$ cat config.mk
export PLATFORM = sky130hd
export DESIGN_NAME = cpu_sideband
export DESIGN_NICKNAME = d
export VERILOG_FILES = /design/src/hw/sideband_pkg.sv /design/src/hw/cpu_sideband.sv /design/src/hw/sensor_smbus.sv
export SDC_FILE = /design/constraint.sdc
export NUM_CORES = 1
export LEC_CHECK = 0
export ABC_AREA = 1
export BUFFER_PORTS_ARGS = -buffer_cell sky130_fd_sc_hd__buf_2
export CAP_MARGIN = 0
export CORE_MARGIN = 2
export CORE_UTILIZATION = 60
export CTS_BUF_LIST = sky130_fd_sc_hd__clkbuf_2 sky130_fd_sc_hd__clkbuf_4 sky130_fd_sc_hd__clkbuf_8
export CTS_CLUSTER_SIZE = 40
export DETAILED_ROUTE_END_ITERATION = 7
export PLACE_DENSITY = 0.92
export SETUP_SLACK_MARGIN = 0.02
export SYNTH_ARGS = -nofsm -noshare
export SYNTH_HDL_FRONTEND = slang
export SYNTH_SLANG_ARGS = --single-unit
$ cat constraint.sdc
create_clock -name clk_in -period 3.45 [get_ports clk_in]
set_clock_uncertainty 0.2 [all_clocks]
set_input_delay 0.69 -clock clk_in [delete_from_list [all_inputs] [get_ports clk_in]]
set_output_delay 0.69 -clock clk_in [all_outputs]
set_load 0.02 [all_outputs]
$ cat src/hw/sideband_pkg.sv
/*
 Constants for the processor module sideband and power signalling block.
 Assumes one 100 MHz clock; all pins sampled synchronously to it.
*/
// What this block does
// - The processor's numeric error is passed out on the active-low numeric error line.
// - While the address-20 mask is asserted, addresses wrap at the one megabyte boundary.
// - Power good goes high once the regulator is stable and reads low otherwise.
// - The SMBus clock and data lines serve only the thermal sensor address.
// - The thermal sensor signals its interrupt on an active-low open-drain output.
package sideband_pkg;
    // ****************************************
    // Timing
    // ****************************************
    localparam int CLK_PERIOD_NS = 10;
    localparam int PWROK_LEAD_MS = 1;
    localparam int PWROK_LEAD_CYC = (PWROK_LEAD_MS * 1000000 + CLK_PERIOD_NS - 1) / CLK_PERIOD_NS;
    localparam int VR_SETTLE_US = 100;
    localparam int VR_SETTLE_CYC = (VR_SETTLE_US * 1000 + CLK_PERIOD_NS - 1) / CLK_PERIOD_NS;
    // ****************************************
    // Addresses and SMBus
    // ****************************************
    localparam int ADDR_W = 32;
    localparam int WRAP_BIT = 20;
    localparam logic [6:0] SENSOR_ADDR = 7'h4e;
    localparam logic [7:0] TEMP_RESET = 8'h19;
    localparam logic [7:0] TRIP_RESET = 8'h50;
    // ****************************************
    // Processor power states and SMBus responder states
    // ****************************************
    typedef enum logic [1:0] {
        CPU_RUN = 2'b01,
        CPU_QUICK_START = 2'b10
    } cpu_state_t;
    typedef enum logic [6:0] {
        SM_IDLE = 7'h01,
        SM_ADDR = 7'h02,
        SM_AACK = 7'h04,
        SM_RD = 7'h08,
        SM_RACK = 7'h10,
        SM_WR = 7'h20,
        SM_WACK = 7'h40
    } smb_state_t;
endpackage

$ cat src/hw/cpu_sideband.sv
/*
 Module-side sideband logic: error out, legacy control inputs, stop-clock
 power state, regulator power good and the thermal sensor with its alert.
 Assumes the bridge drives its lines synchronously to clk_in.
*/
`timescale 1ns/1ps
`default_nettype none
module cpu_sideband
    import sideband_pkg::*;
#(
    parameter int VR_SETTLE = VR_SETTLE_CYC
)(
    // Clock and reset
    input wire logic clk_in,
    input wire logic srst_in,
    input wire logic ce_in,
    // Processor core side
    input wire logic core_fp_error_in,
    input wire logic [ADDR_W-1:0] core_addr_in,
    output logic [ADDR_W-1:0] bus_addr_out,
    output logic core_ignore_err_out,
    output logic core_init_out,
    output logic core_irq_out,
    output logic core_nmi_out,
    output logic core_smi_out,
    output logic core_clk_run_out,
    // Bridge sideband lines
    output logic numeric_error_n_out,
    input wire logic ignore_numeric_error_n_in,
    input wire logic init_n_in,
    input wire logic maskable_irq_req_in,
    input wire logic nmi_in,
    input wire logic addr_bit20_mask_n_in,
    input wire logic mgmt_interrupt_n_in,
    input wire logic stop_clock_req_n_in,
    // Power management
    input wire logic suspend_status_n_in,
    input wire logic regulator_enable_in,
    input wire logic bridge_power_ok_in,
    output logic regulator_power_good_out,
    output logic quick_start_out,
    // Thermal sensor
    input wire logic [7:0] temp_in,
    input wire logic smbus_clock_in,
    input wire logic smbus_data_in,
    output logic smbus_data_out,
    output logic smbus_data_oe_out,
    output logic thermal_alert_n_out,
    output logic thermal_alert_n_oe_out
);
    // ****************************************
    // Error out and legacy inputs
    // ****************************************
    cpu_state_t cpu_state;
    logic [31:0] vr_cnt;
    logic sda_oe;
    logic [7:0] trip;
    always_ff @(posedge clk_in) begin
        if (srst_in) begin
            numeric_error_n_out <= 1'b1;
            core_ignore_err_out <= 1'b0;
            core_init_out <= 1'b0;
            core_irq_out <= 1'b0;
            core_nmi_out <= 1'b0;
            core_smi_out <= 1'b0;
            bus_addr_out <= '0;
        end else if (ce_in) begin
            numeric_error_n_out <= !core_fp_error_in;
            core_ignore_err_out <= !ignore_numeric_error_n_in;
            core_init_out <= !init_n_in;
            core_irq_out <= maskable_irq_req_in;
            core_nmi_out <= nmi_in;
            core_smi_out <= !mgmt_interrupt_n_in;
            bus_addr_out <= core_addr_in;
            if (!addr_bit20_mask_n_in) begin
                bus_addr_out[WRAP_BIT] <= 1'b0;
            end
        end
    end
    // ****************************************
    // Stop-clock power state
    // ****************************************
    always_ff @(posedge clk_in) begin
        if (srst_in) begin
            cpu_state <= CPU_RUN;
        end else if (ce_in) begin
            unique case (cpu_state)
                CPU_RUN: if (!stop_clock_req_n_in) cpu_state <= CPU_QUICK_START;
                CPU_QUICK_START: if (stop_clock_req_n_in) cpu_state <= CPU_RUN;
            endcase
        end
    end
    always_ff @(posedge clk_in) begin
        if (srst_in) begin
            quick_start_out <= 1'b0;
            core_clk_run_out <= 1'b0;
        end else if (ce_in) begin
            quick_start_out <= (cpu_state == CPU_QUICK_START);
            core_clk_run_out <= (cpu_state == CPU_RUN) && suspend_status_n_in
                && bridge_power_ok_in;
        end
    end
    // ****************************************
    // Regulator power good
    // ****************************************
    always_ff @(posedge clk_in) begin
        if (srst_in) begin
            vr_cnt <= '0;
            regulator_power_good_out <= 1'b0;
        end else if (ce_in) begin
            if (!regulator_enable_in) begin
                vr_cnt <= '0;
                regulator_power_good_out <= 1'b0;
            end else if (vr_cnt < 32'(VR_SETTLE)) begin
                vr_cnt <= vr_cnt + 32'h1;
            end else begin
                regulator_power_good_out <= 1'b1;
            end
        end
    end
    // ****************************************
    // Thermal sensor and alert
    // ****************************************
    sensor_smbus u_sensor (
        .clk_in(clk_in),
        .srst_in(srst_in),
        .ce_in(ce_in),
        .scl_in(smbus_clock_in),
        .sda_in(smbus_data_in),
        .sda_oe_out(sda_oe),
        .temp_in(temp_in),
        .trip_out(trip)
    );
    always_ff @(posedge clk_in) begin
        if (srst_in) begin
            smbus_data_oe_out <= 1'b0;
            smbus_data_out <= 1'b0;
            thermal_alert_n_out <= 1'b0;
            thermal_alert_n_oe_out <= 1'b0;
        end else if (ce_in) begin
            smbus_data_out <= 1'b0;
            smbus_data_oe_out <= sda_oe;
            thermal_alert_n_out <= 1'b0;
            thermal_alert_n_oe_out <= (temp_in >= trip);
        end
    end
    // ****************************************
    // Checks
    // ****************************************
    a_numeric_error_n: assert property (@(posedge clk_in) disable iff (srst_in)
        (ce_in && !srst_in) |=> (numeric_error_n_out == !$past(core_fp_error_in)))
        else $error("numeric error not passed out");
    a_a20: assert property (@(posedge clk_in) disable iff (srst_in)
        (ce_in && !addr_bit20_mask_n_in) |=> !bus_addr_out[WRAP_BIT])
        else $error("address bit 20 not masked");
    a_a20_pass: assert property (@(posedge clk_in) disable iff (srst_in)
        (ce_in && !srst_in && addr_bit20_mask_n_in) |=> (bus_addr_out == $past(core_addr_in)))
        else $error("address altered without mask");
    a_stop_clock_req_n: assert property (@(posedge clk_in) disable iff (srst_in)
        (ce_in && !srst_in && !stop_clock_req_n_in) ##1 (ce_in && !stop_clock_req_n_in)
        |=> quick_start_out)
        else $error("quick start not entered");
    a_stop_clock_req_n_exit: assert property (@(posedge clk_in) disable iff (srst_in)
        (ce_in && stop_clock_req_n_in) ##1 (ce_in && stop_clock_req_n_in) |=> !quick_start_out)
        else $error("quick start not left");
    a_pgood_off: assert property (@(posedge clk_in) disable iff (srst_in)
        (ce_in && !regulator_enable_in) |=> !regulator_power_good_out)
        else $error("power good while regulator off");
    a_alert: assert property (@(posedge clk_in) disable iff (srst_in)
        (ce_in && !srst_in) |=> (thermal_alert_n_oe_out == ($past(temp_in) >= $past(trip))))
        else $error("thermal alert wrong");
    a_od: assert property (@(posedge clk_in) disable iff (srst_in)
        !smbus_data_out && !thermal_alert_n_out)
        else $error("open-drain line driven high");

    // ****************************************
    // Input paths, core clock run, power good and clock enable
    // ****************************************
    a_ign: assert property (@(posedge clk_in) disable iff (srst_in)
        (ce_in && !srst_in) |=> (core_ignore_err_out == !$past(ignore_numeric_error_n_in)))
        else $error("ignore error not passed in");

    a_init: assert property (@(posedge clk_in) disable iff (srst_in)
        (ce_in && !srst_in) |=> (core_init_out == !$past(init_n_in)))
        else $error("init not passed in");

    a_irq: assert property (@(posedge clk_in) disable iff (srst_in)
        (ce_in && !srst_in) |=> (core_irq_out == $past(maskable_irq_req_in)))
        else $error("interrupt request not passed in");

    a_nmi: assert property (@(posedge clk_in) disable iff (srst_in)
        (ce_in && !srst_in) |=> (core_nmi_out == $past(nmi_in)))
        else $error("non-maskable interrupt not passed in");

    a_smi: assert property (@(posedge clk_in) disable iff (srst_in)
        (ce_in && !srst_in) |=> (core_smi_out == !$past(mgmt_interrupt_n_in)))
        else $error("management interrupt not passed in");

    a_qs_no_clk: assert property (@(posedge clk_in) disable iff (srst_in)
        quick_start_out |-> !core_clk_run_out)
        else $error("core clock runs in quick start");

    a_clk_susp: assert property (@(posedge clk_in) disable iff (srst_in)
        (ce_in && !srst_in && !suspend_status_n_in) |=> !core_clk_run_out)
        else $error("core clock runs in suspend");

    a_clk_pwrok: assert property (@(posedge clk_in) disable iff (srst_in)
        (ce_in && !srst_in && !bridge_power_ok_in) |=> !core_clk_run_out)
        else $error("core clock runs without power ok");

    a_pgood_on: assert property (@(posedge clk_in) disable iff (srst_in)
        (ce_in && !srst_in && regulator_enable_in && vr_cnt == 32'(VR_SETTLE))
        |=> regulator_power_good_out)
        else $error("power good late");

    a_numeric_error_n_hold: assert property (@(posedge clk_in) disable iff (srst_in)
        (!ce_in && !srst_in) |=> $stable(numeric_error_n_out))
        else $error("numeric error moved while disabled");

    a_addr_hold: assert property (@(posedge clk_in) disable iff (srst_in)
        (!ce_in && !srst_in) |=> $stable(bus_addr_out))
        else $error("address moved while disabled");

    a_qs_hold: assert property (@(posedge clk_in) disable iff (srst_in)
        (!ce_in && !srst_in) |=> $stable(quick_start_out))
        else $error("quick start moved while disabled");

    a_pgood_hold: assert property (@(posedge clk_in) disable iff (srst_in)
        (!ce_in && !srst_in) |=> $stable(regulator_power_good_out))
        else $error("power good moved while disabled");

    a_alert_hold: assert property (@(posedge clk_in) disable iff (srst_in)
        (!ce_in && !srst_in) |=> $stable(thermal_alert_n_oe_out))
        else $error("thermal alert moved while disabled");
endmodule // cpu_sideband
`default_nettype wire

$ cat src/hw/sensor_smbus.sv
/*
 Thermal sensor SMBus responder: answers only its own address.
 Assumes SMBus clock and data sampled synchronously at clk_in, much faster than the bus.
*/
`timescale 1ns/1ps
`default_nettype none
module sensor_smbus
    import sideband_pkg::*;
(
    // Clock and reset
    input wire logic clk_in,
    input wire logic srst_in,
    input wire logic ce_in,
    // Bus lines
    input wire logic scl_in,
    input wire logic sda_in,
    output logic sda_oe_out,
    // Sensor data
    input wire logic [7:0] temp_in,
    output logic [7:0] trip_out
);
    // ****************************************
    // Bus edge and condition detect
    // ****************************************
    logic scl_q, sda_q;
    smb_state_t state;
    logic [3:0] bit_cnt;
    logic [7:0] shift;
    logic rd_mode;
    wire scl_rise = scl_in && !scl_q;
    wire scl_fall = !scl_in && scl_q;
    wire start_c = scl_in && scl_q && sda_q && !sda_in;
    wire stop_c = scl_in && scl_q && !sda_q && sda_in;
    always_ff @(posedge clk_in) begin
        if (srst_in) begin
            scl_q <= 1'b1;
            sda_q <= 1'b1;
        end else if (ce_in) begin
            scl_q <= scl_in;
            sda_q <= sda_in;
        end
    end
    // ****************************************
    // Protocol engine
    // ****************************************
    always_ff @(posedge clk_in) begin
        if (srst_in) begin
            state <= SM_IDLE;
            bit_cnt <= 4'h0;
            shift <= 8'h00;
            rd_mode <= 1'b0;
            sda_oe_out <= 1'b0;
            trip_out <= TRIP_RESET;
        end else if (ce_in) begin
            if (start_c) begin
                state <= SM_ADDR;
                bit_cnt <= 4'h0;
                sda_oe_out <= 1'b0;
            end else if (stop_c) begin
                state <= SM_IDLE;
                sda_oe_out <= 1'b0;
            end else begin
                unique case (state)
                    SM_IDLE: sda_oe_out <= 1'b0;
                    SM_ADDR: begin
                        if (scl_rise) begin
                            shift <= {shift[6:0], sda_in};
                            bit_cnt <= bit_cnt + 4'h1;
                        end else if (scl_fall && bit_cnt == 4'h8) begin
                            // Other addresses stay reserved: no answer
                            if (shift[7:1] == SENSOR_ADDR) begin
                                sda_oe_out <= 1'b1;
                                rd_mode <= shift[0];
                                state <= SM_AACK;
                            end else begin
                                state <= SM_IDLE;
                            end
                        end
                    end
                    SM_AACK: begin
                        if (scl_fall) begin
                            bit_cnt <= 4'h0;
                            if (rd_mode) begin
                                shift <= {temp_in[6:0], 1'b0};
                                sda_oe_out <= !temp_in[7];
                                state <= SM_RD;
                            end else begin
                                sda_oe_out <= 1'b0;
                                state <= SM_WR;
                            end
                        end
                    end
                    SM_RD: begin
                        if (scl_fall) begin
                            bit_cnt <= bit_cnt + 4'h1;
                            if (bit_cnt == 4'h7) begin
                                sda_oe_out <= 1'b0;
                                state <= SM_RACK;
                            end else begin
                                sda_oe_out <= !shift[7];
                                shift <= {shift[6:0], 1'b0};
                            end
                        end
                    end
                    SM_RACK: begin
                        if (scl_rise) begin
                            state <= sda_in ? SM_IDLE : SM_AACK;
                        end
                    end
                    SM_WR: begin
                        if (scl_rise) begin
                            shift <= {shift[6:0], sda_in};
                            bit_cnt <= bit_cnt + 4'h1;
                        end else if (scl_fall && bit_cnt == 4'h8) begin
                            trip_out <= shift;
                            sda_oe_out <= 1'b1;
                            state <= SM_WACK;
                        end
                    end
                    SM_WACK: begin
                        if (scl_fall) begin
                            sda_oe_out <= 1'b0;
                            bit_cnt <= 4'h0;
                            state <= SM_WR;
                        end
                    end
                endcase
            end
        end
    end
    a_ack_only_own: assert property (@(posedge clk_in) disable iff (srst_in)
        (ce_in && state == SM_ADDR && scl_fall && bit_cnt == 4'h8 && shift[7:1] != SENSOR_ADDR)
        |=> !sda_oe_out)
        else $error("ack given to foreign address");
endmodule // sensor_smbus
`default_nettype wire

==> qor.txt <==
Reg2Reg Depth -> 10
Vias in the first global route -> 5015
F_max -> 403.9 MHz
Leak -> 0.002735 uW
Final setup vio count -> 0
Antenna Cells -> 0
P&R area growth vs syn -> 14.30%
Input/output buffers -> 98
CP top delay family -> simple AND/OR/NAND/NOR gates
Root Buffer -> clkbuf_8
Initial Util -> 0.6273
Most frequent CP cell -> nand2_1
R2r setup slk -> 0.97 ns
Status -> completed
Met2 wire length -> 6553 um
Pwr Density -> 415.7 mW/mm^2
DRC Markers -> 0
Crit Path Max Fanout -> 26
Combinational Power Share -> 0.152
Maximum VDD drop -> 0.3417 mV
Die area -> 0.009438 mm^2
Seq pwr share -> 0.538
Sw Share -> 0.3093
Main synth FF type -> dfxtp_1
Reg clk slew, reported paths -> 0.11 ns
Flops & latches, synth -> 108
Part of the cycle the worst path needs -> 0.7176
Non-filler instance count after layout -> 938
CTS resizes -> 0
Ports -> 101
First-pass GRT wire length -> 21890 um
R2R Path Start -> vr_cnt[25]$_SDFFE_PP0P_
Int Pwr -> 1709 uW
Drt first pass iters -> 5
Grt ovf -> 0
Clock buffers created by TritonCTS -> 9
Psw -> 765.1 uW
Min-Delay Endpoint -> vr_cnt[19]$_SDFFE_PP0P_
Fill cells -> 654
Synth Instances -> 743
Mapped cell area -> 0.005206 mm^2
Critical Path RT -> 3.56 ns
GRT Total Usage -> 0.2769
Uppermost layer routed -> met4
CTS tree -> built
DR vias -> 5108
Critical path arrival -> 2.58 ns
Maxcap violations -> 0
Row Count -> 33
Share of layout cells above drive strength 1 -> 0.1981
Crit path buf inv count -> 2
# Post-CTS Setup Buffers -> 0
Post-synth top area share -> 0.4153
Min Tclk post-route -> 2.476 ns
Met3 WL post-DR -> 685 um
M1 wire length -> 5227 um
Gpl congestion -> 0.9581
Vias per std cell -> 5.446
Die W -> 97.15 um
Setup TNS -> 0 ns
Number of routed nets with antenna violations -> 0
RSZ-0062 raised after global routing -> no
Worst-Margin Slew -> 1.021 ns
Core area -> 0.008299 mm^2
Final wirelength -> 12920 um
Count of cell types in the netlist -> 35
Synth Area per Inst -> 7.007 um^2
Clk_lat worst skew -> 0.38 ns
Wire length per cell -> 13.78 um
HPWL Detailed -> 9304 um
Final nets -> 895
Post-synthesis async set-or-reset flop share -> 0
CP Class -> reg2reg
Dominant cells by area after synthesis -> dfxtp_1 42%, nor2_1 12%, nand2_1 7.7%, o21ai_0 5.8%, inv_1 4.8%
Min-delay src -> vr_cnt[19]$_SDFFE_PP0P_
CP Cell Sequence -> inv_1 -> nand4_1 -> nor2_1 -> nand2_1 -> nor2_1 -> nand3_1 -> nand2_1 -> buf_4 -> nand2_1 -> a21oi_1
Antenna violations before repair -> 0
H-tree depth -> 3
Slew Limit Headroom -> 0.3187
Fin. max-slew vios -> 0
Bufs on Longest Clock Path -> 2
Worst setup SP type -> flip-flop
Peak per-stage delay on the critical path -> 0.45 ns
Part of the power in the clock network -> 0.311
CP Capture Type -> flip-flop
Number of DRC markers in iteration 0 -> 303
Placed insts -> 922
Die outline height -> 97.15 um
Class of the worst hold path -> reg2reg
Pin count of the biggest net entering global routing -> 55
Hold_buf cts -> 0
Ys Warns -> 0
Seq/Total Area, Yosys -> 0.4153
RR Endpoint -> vr_cnt[12]$_SDFFE_PP0P_
Post-synth EDFFs -> 0
Final Hold Vio Count -> 0
Clock Sinks -> 108
Largest area contributor in the netlist -> dfxtp_1
Slowest CP cell -> nand3_1
Hold depth -> 2
cell usage in the layout, fill, tap and decap left out, drive strengths merged:
cell | netlist | routed
nor2 | 173 | 173
nand2 | 125 | 125
dfxtp | 108 | 108
buf | 9 | 103
inv | 76 | 78
o21ai | 68 | 68
nand3 | 47 | 47
a21oi | 44 | 44
nor3 | 27 | 27
ha | 11 | 11
clkbuf | 21 | 9
nand4 | 8 | 8
xor2 | 8 | 8
nor3b | 6 | 6
clkinv | 1 | 6
nand3b | 2 | 2
o211ai | 2 | 2
xnor2 | 2 | 2
conb | 1 | 2
nor4 | 1 | 1
a31oi | 1 | 1
o21bai | 1 | 1
o2111ai | 1 | 1
state kept, by name (all words and copies together), names as in the netlist, 2 cells and up:
register / count
u_sensor.state: 7
vr_cnt: 32
u_sensor.trip_out: 8
u_sensor.shift: 8
cpu_state: 2
u_sensor.bit_cnt: 4
bus_addr_out: 32
metal layers:
metal  vias to the layer above  track usage
met5                         -            0
met4                         0       0.1257
met3                        45      0.05468
met2                       169       0.4866
met1                      2354       0.3252
li1                       2540            -
power by group through the flow:
stage / clock network, uW / logic [uW] / registers, uW
after floorplan: 0 / 213 / 1390
after global placement: 0 / 358 / 1350
after detailed placement: 0 / 371 / 1360
after CTS: 775 / 375 / 1330
after global routing: 823 / 419 / 1340
final: 768 / 376 / 1330
stage by stage:
stage / cell area [um^2] / utilization / hold slack (ns) / power, uW / setup WS, ns
after floorplan: 5210 / - / 0.2235 / 1608 / 1.487
after global placement: 5748 / 0.6926 / 0.2316 / 1711 / 1.004
after detailed placement: 5748 / 0.6926 / 0.2399 / 1728 / 0.9623
after CTS: 5951 / 0.7170 / 0.2576 / 2480 / 0.9814
after global routing: 5951 / 0.7170 / 0.2630 / 2577 / 0.6373
final: 5951 / 0.7170 / 0.2545 / 2474 / 0.9743
worst min-delay path: stages, from the launching register on:
cell and delay [ns]:
dfxtp_1 0.31, inv_1 0.06, nor3_1 0.05
worst max path at each step:
stage                                                    to  depth (start not counted)                    start
after global routing                vr_cnt[12]$_SDFFE_PP0P_                         10  vr_cnt[25]$_SDFFE_PP0P_
final                               vr_cnt[12]$_SDFFE_PP0P_                         10  vr_cnt[25]$_SDFFE_PP0P_
after detailed placement            vr_cnt[12]$_SDFFE_PP0P_                          7      regulator_enable_in
after CTS                           vr_cnt[12]$_SDFFE_PP0P_                         10  vr_cnt[25]$_SDFFE_PP0P_
after global placement    u_sensor.trip_out[3]$_SDFFE_PP0P_                          9            smbus_data_in
after floorplan           u_sensor.trip_out[4]$_SDFFE_PP1P_                          5                  srst_in
cell usage after synthesis, types with 2 or more instances:
master      n
xor2_1      8
xnor2_1     2
o21ai_0    60
buf_2       5
nor3b_1     6
o21ai_1     8
nor2_4      3
inv_1      67
nor2_1    161
nand3b_1    2
nand3_4     2
dfxtp_1   108
nand2_2    13
buf_4       2
nor2_2      8
nand3_1    42
ha_1       11
nor3_1     27
nand2_4     5
a21oi_1    44
clkbuf_1   21
o211ai_1    2
nand3_2     3
nand2_1   107
inv_2       9
nand4_1     8
area by class of cell:
cell class,instances,area (um^2),area share
Timing Repair Buffer,103,540.5,0.09083
Multi-Input combinational cell,529,2620,0.4403
Clock buffer,9,123.9,0.02082
Clock inverter,7,78.83,0.01325
Tap cell,105,131.4,0.02208
Sequential cell,108,2162,0.3633
Inverter,77,294.0,0.04941
kinds of logic (layout without fill, tap and decap cells):
family,after synthesis,count (layout),share of synthesized area
adders and majority gates,11,11,0.02644
AOI/OAI and AO/OA,117,117,0.1149
xor gates and xnor gates,10,10,0.01682
DFF,108,108,0.4153
and+or+nand+nor,389,389,0.3437
buffers and inverters,107,196,0.08219
other,1,2,0.0007203
Note: power is estimated with default switching activity, not from simulation.
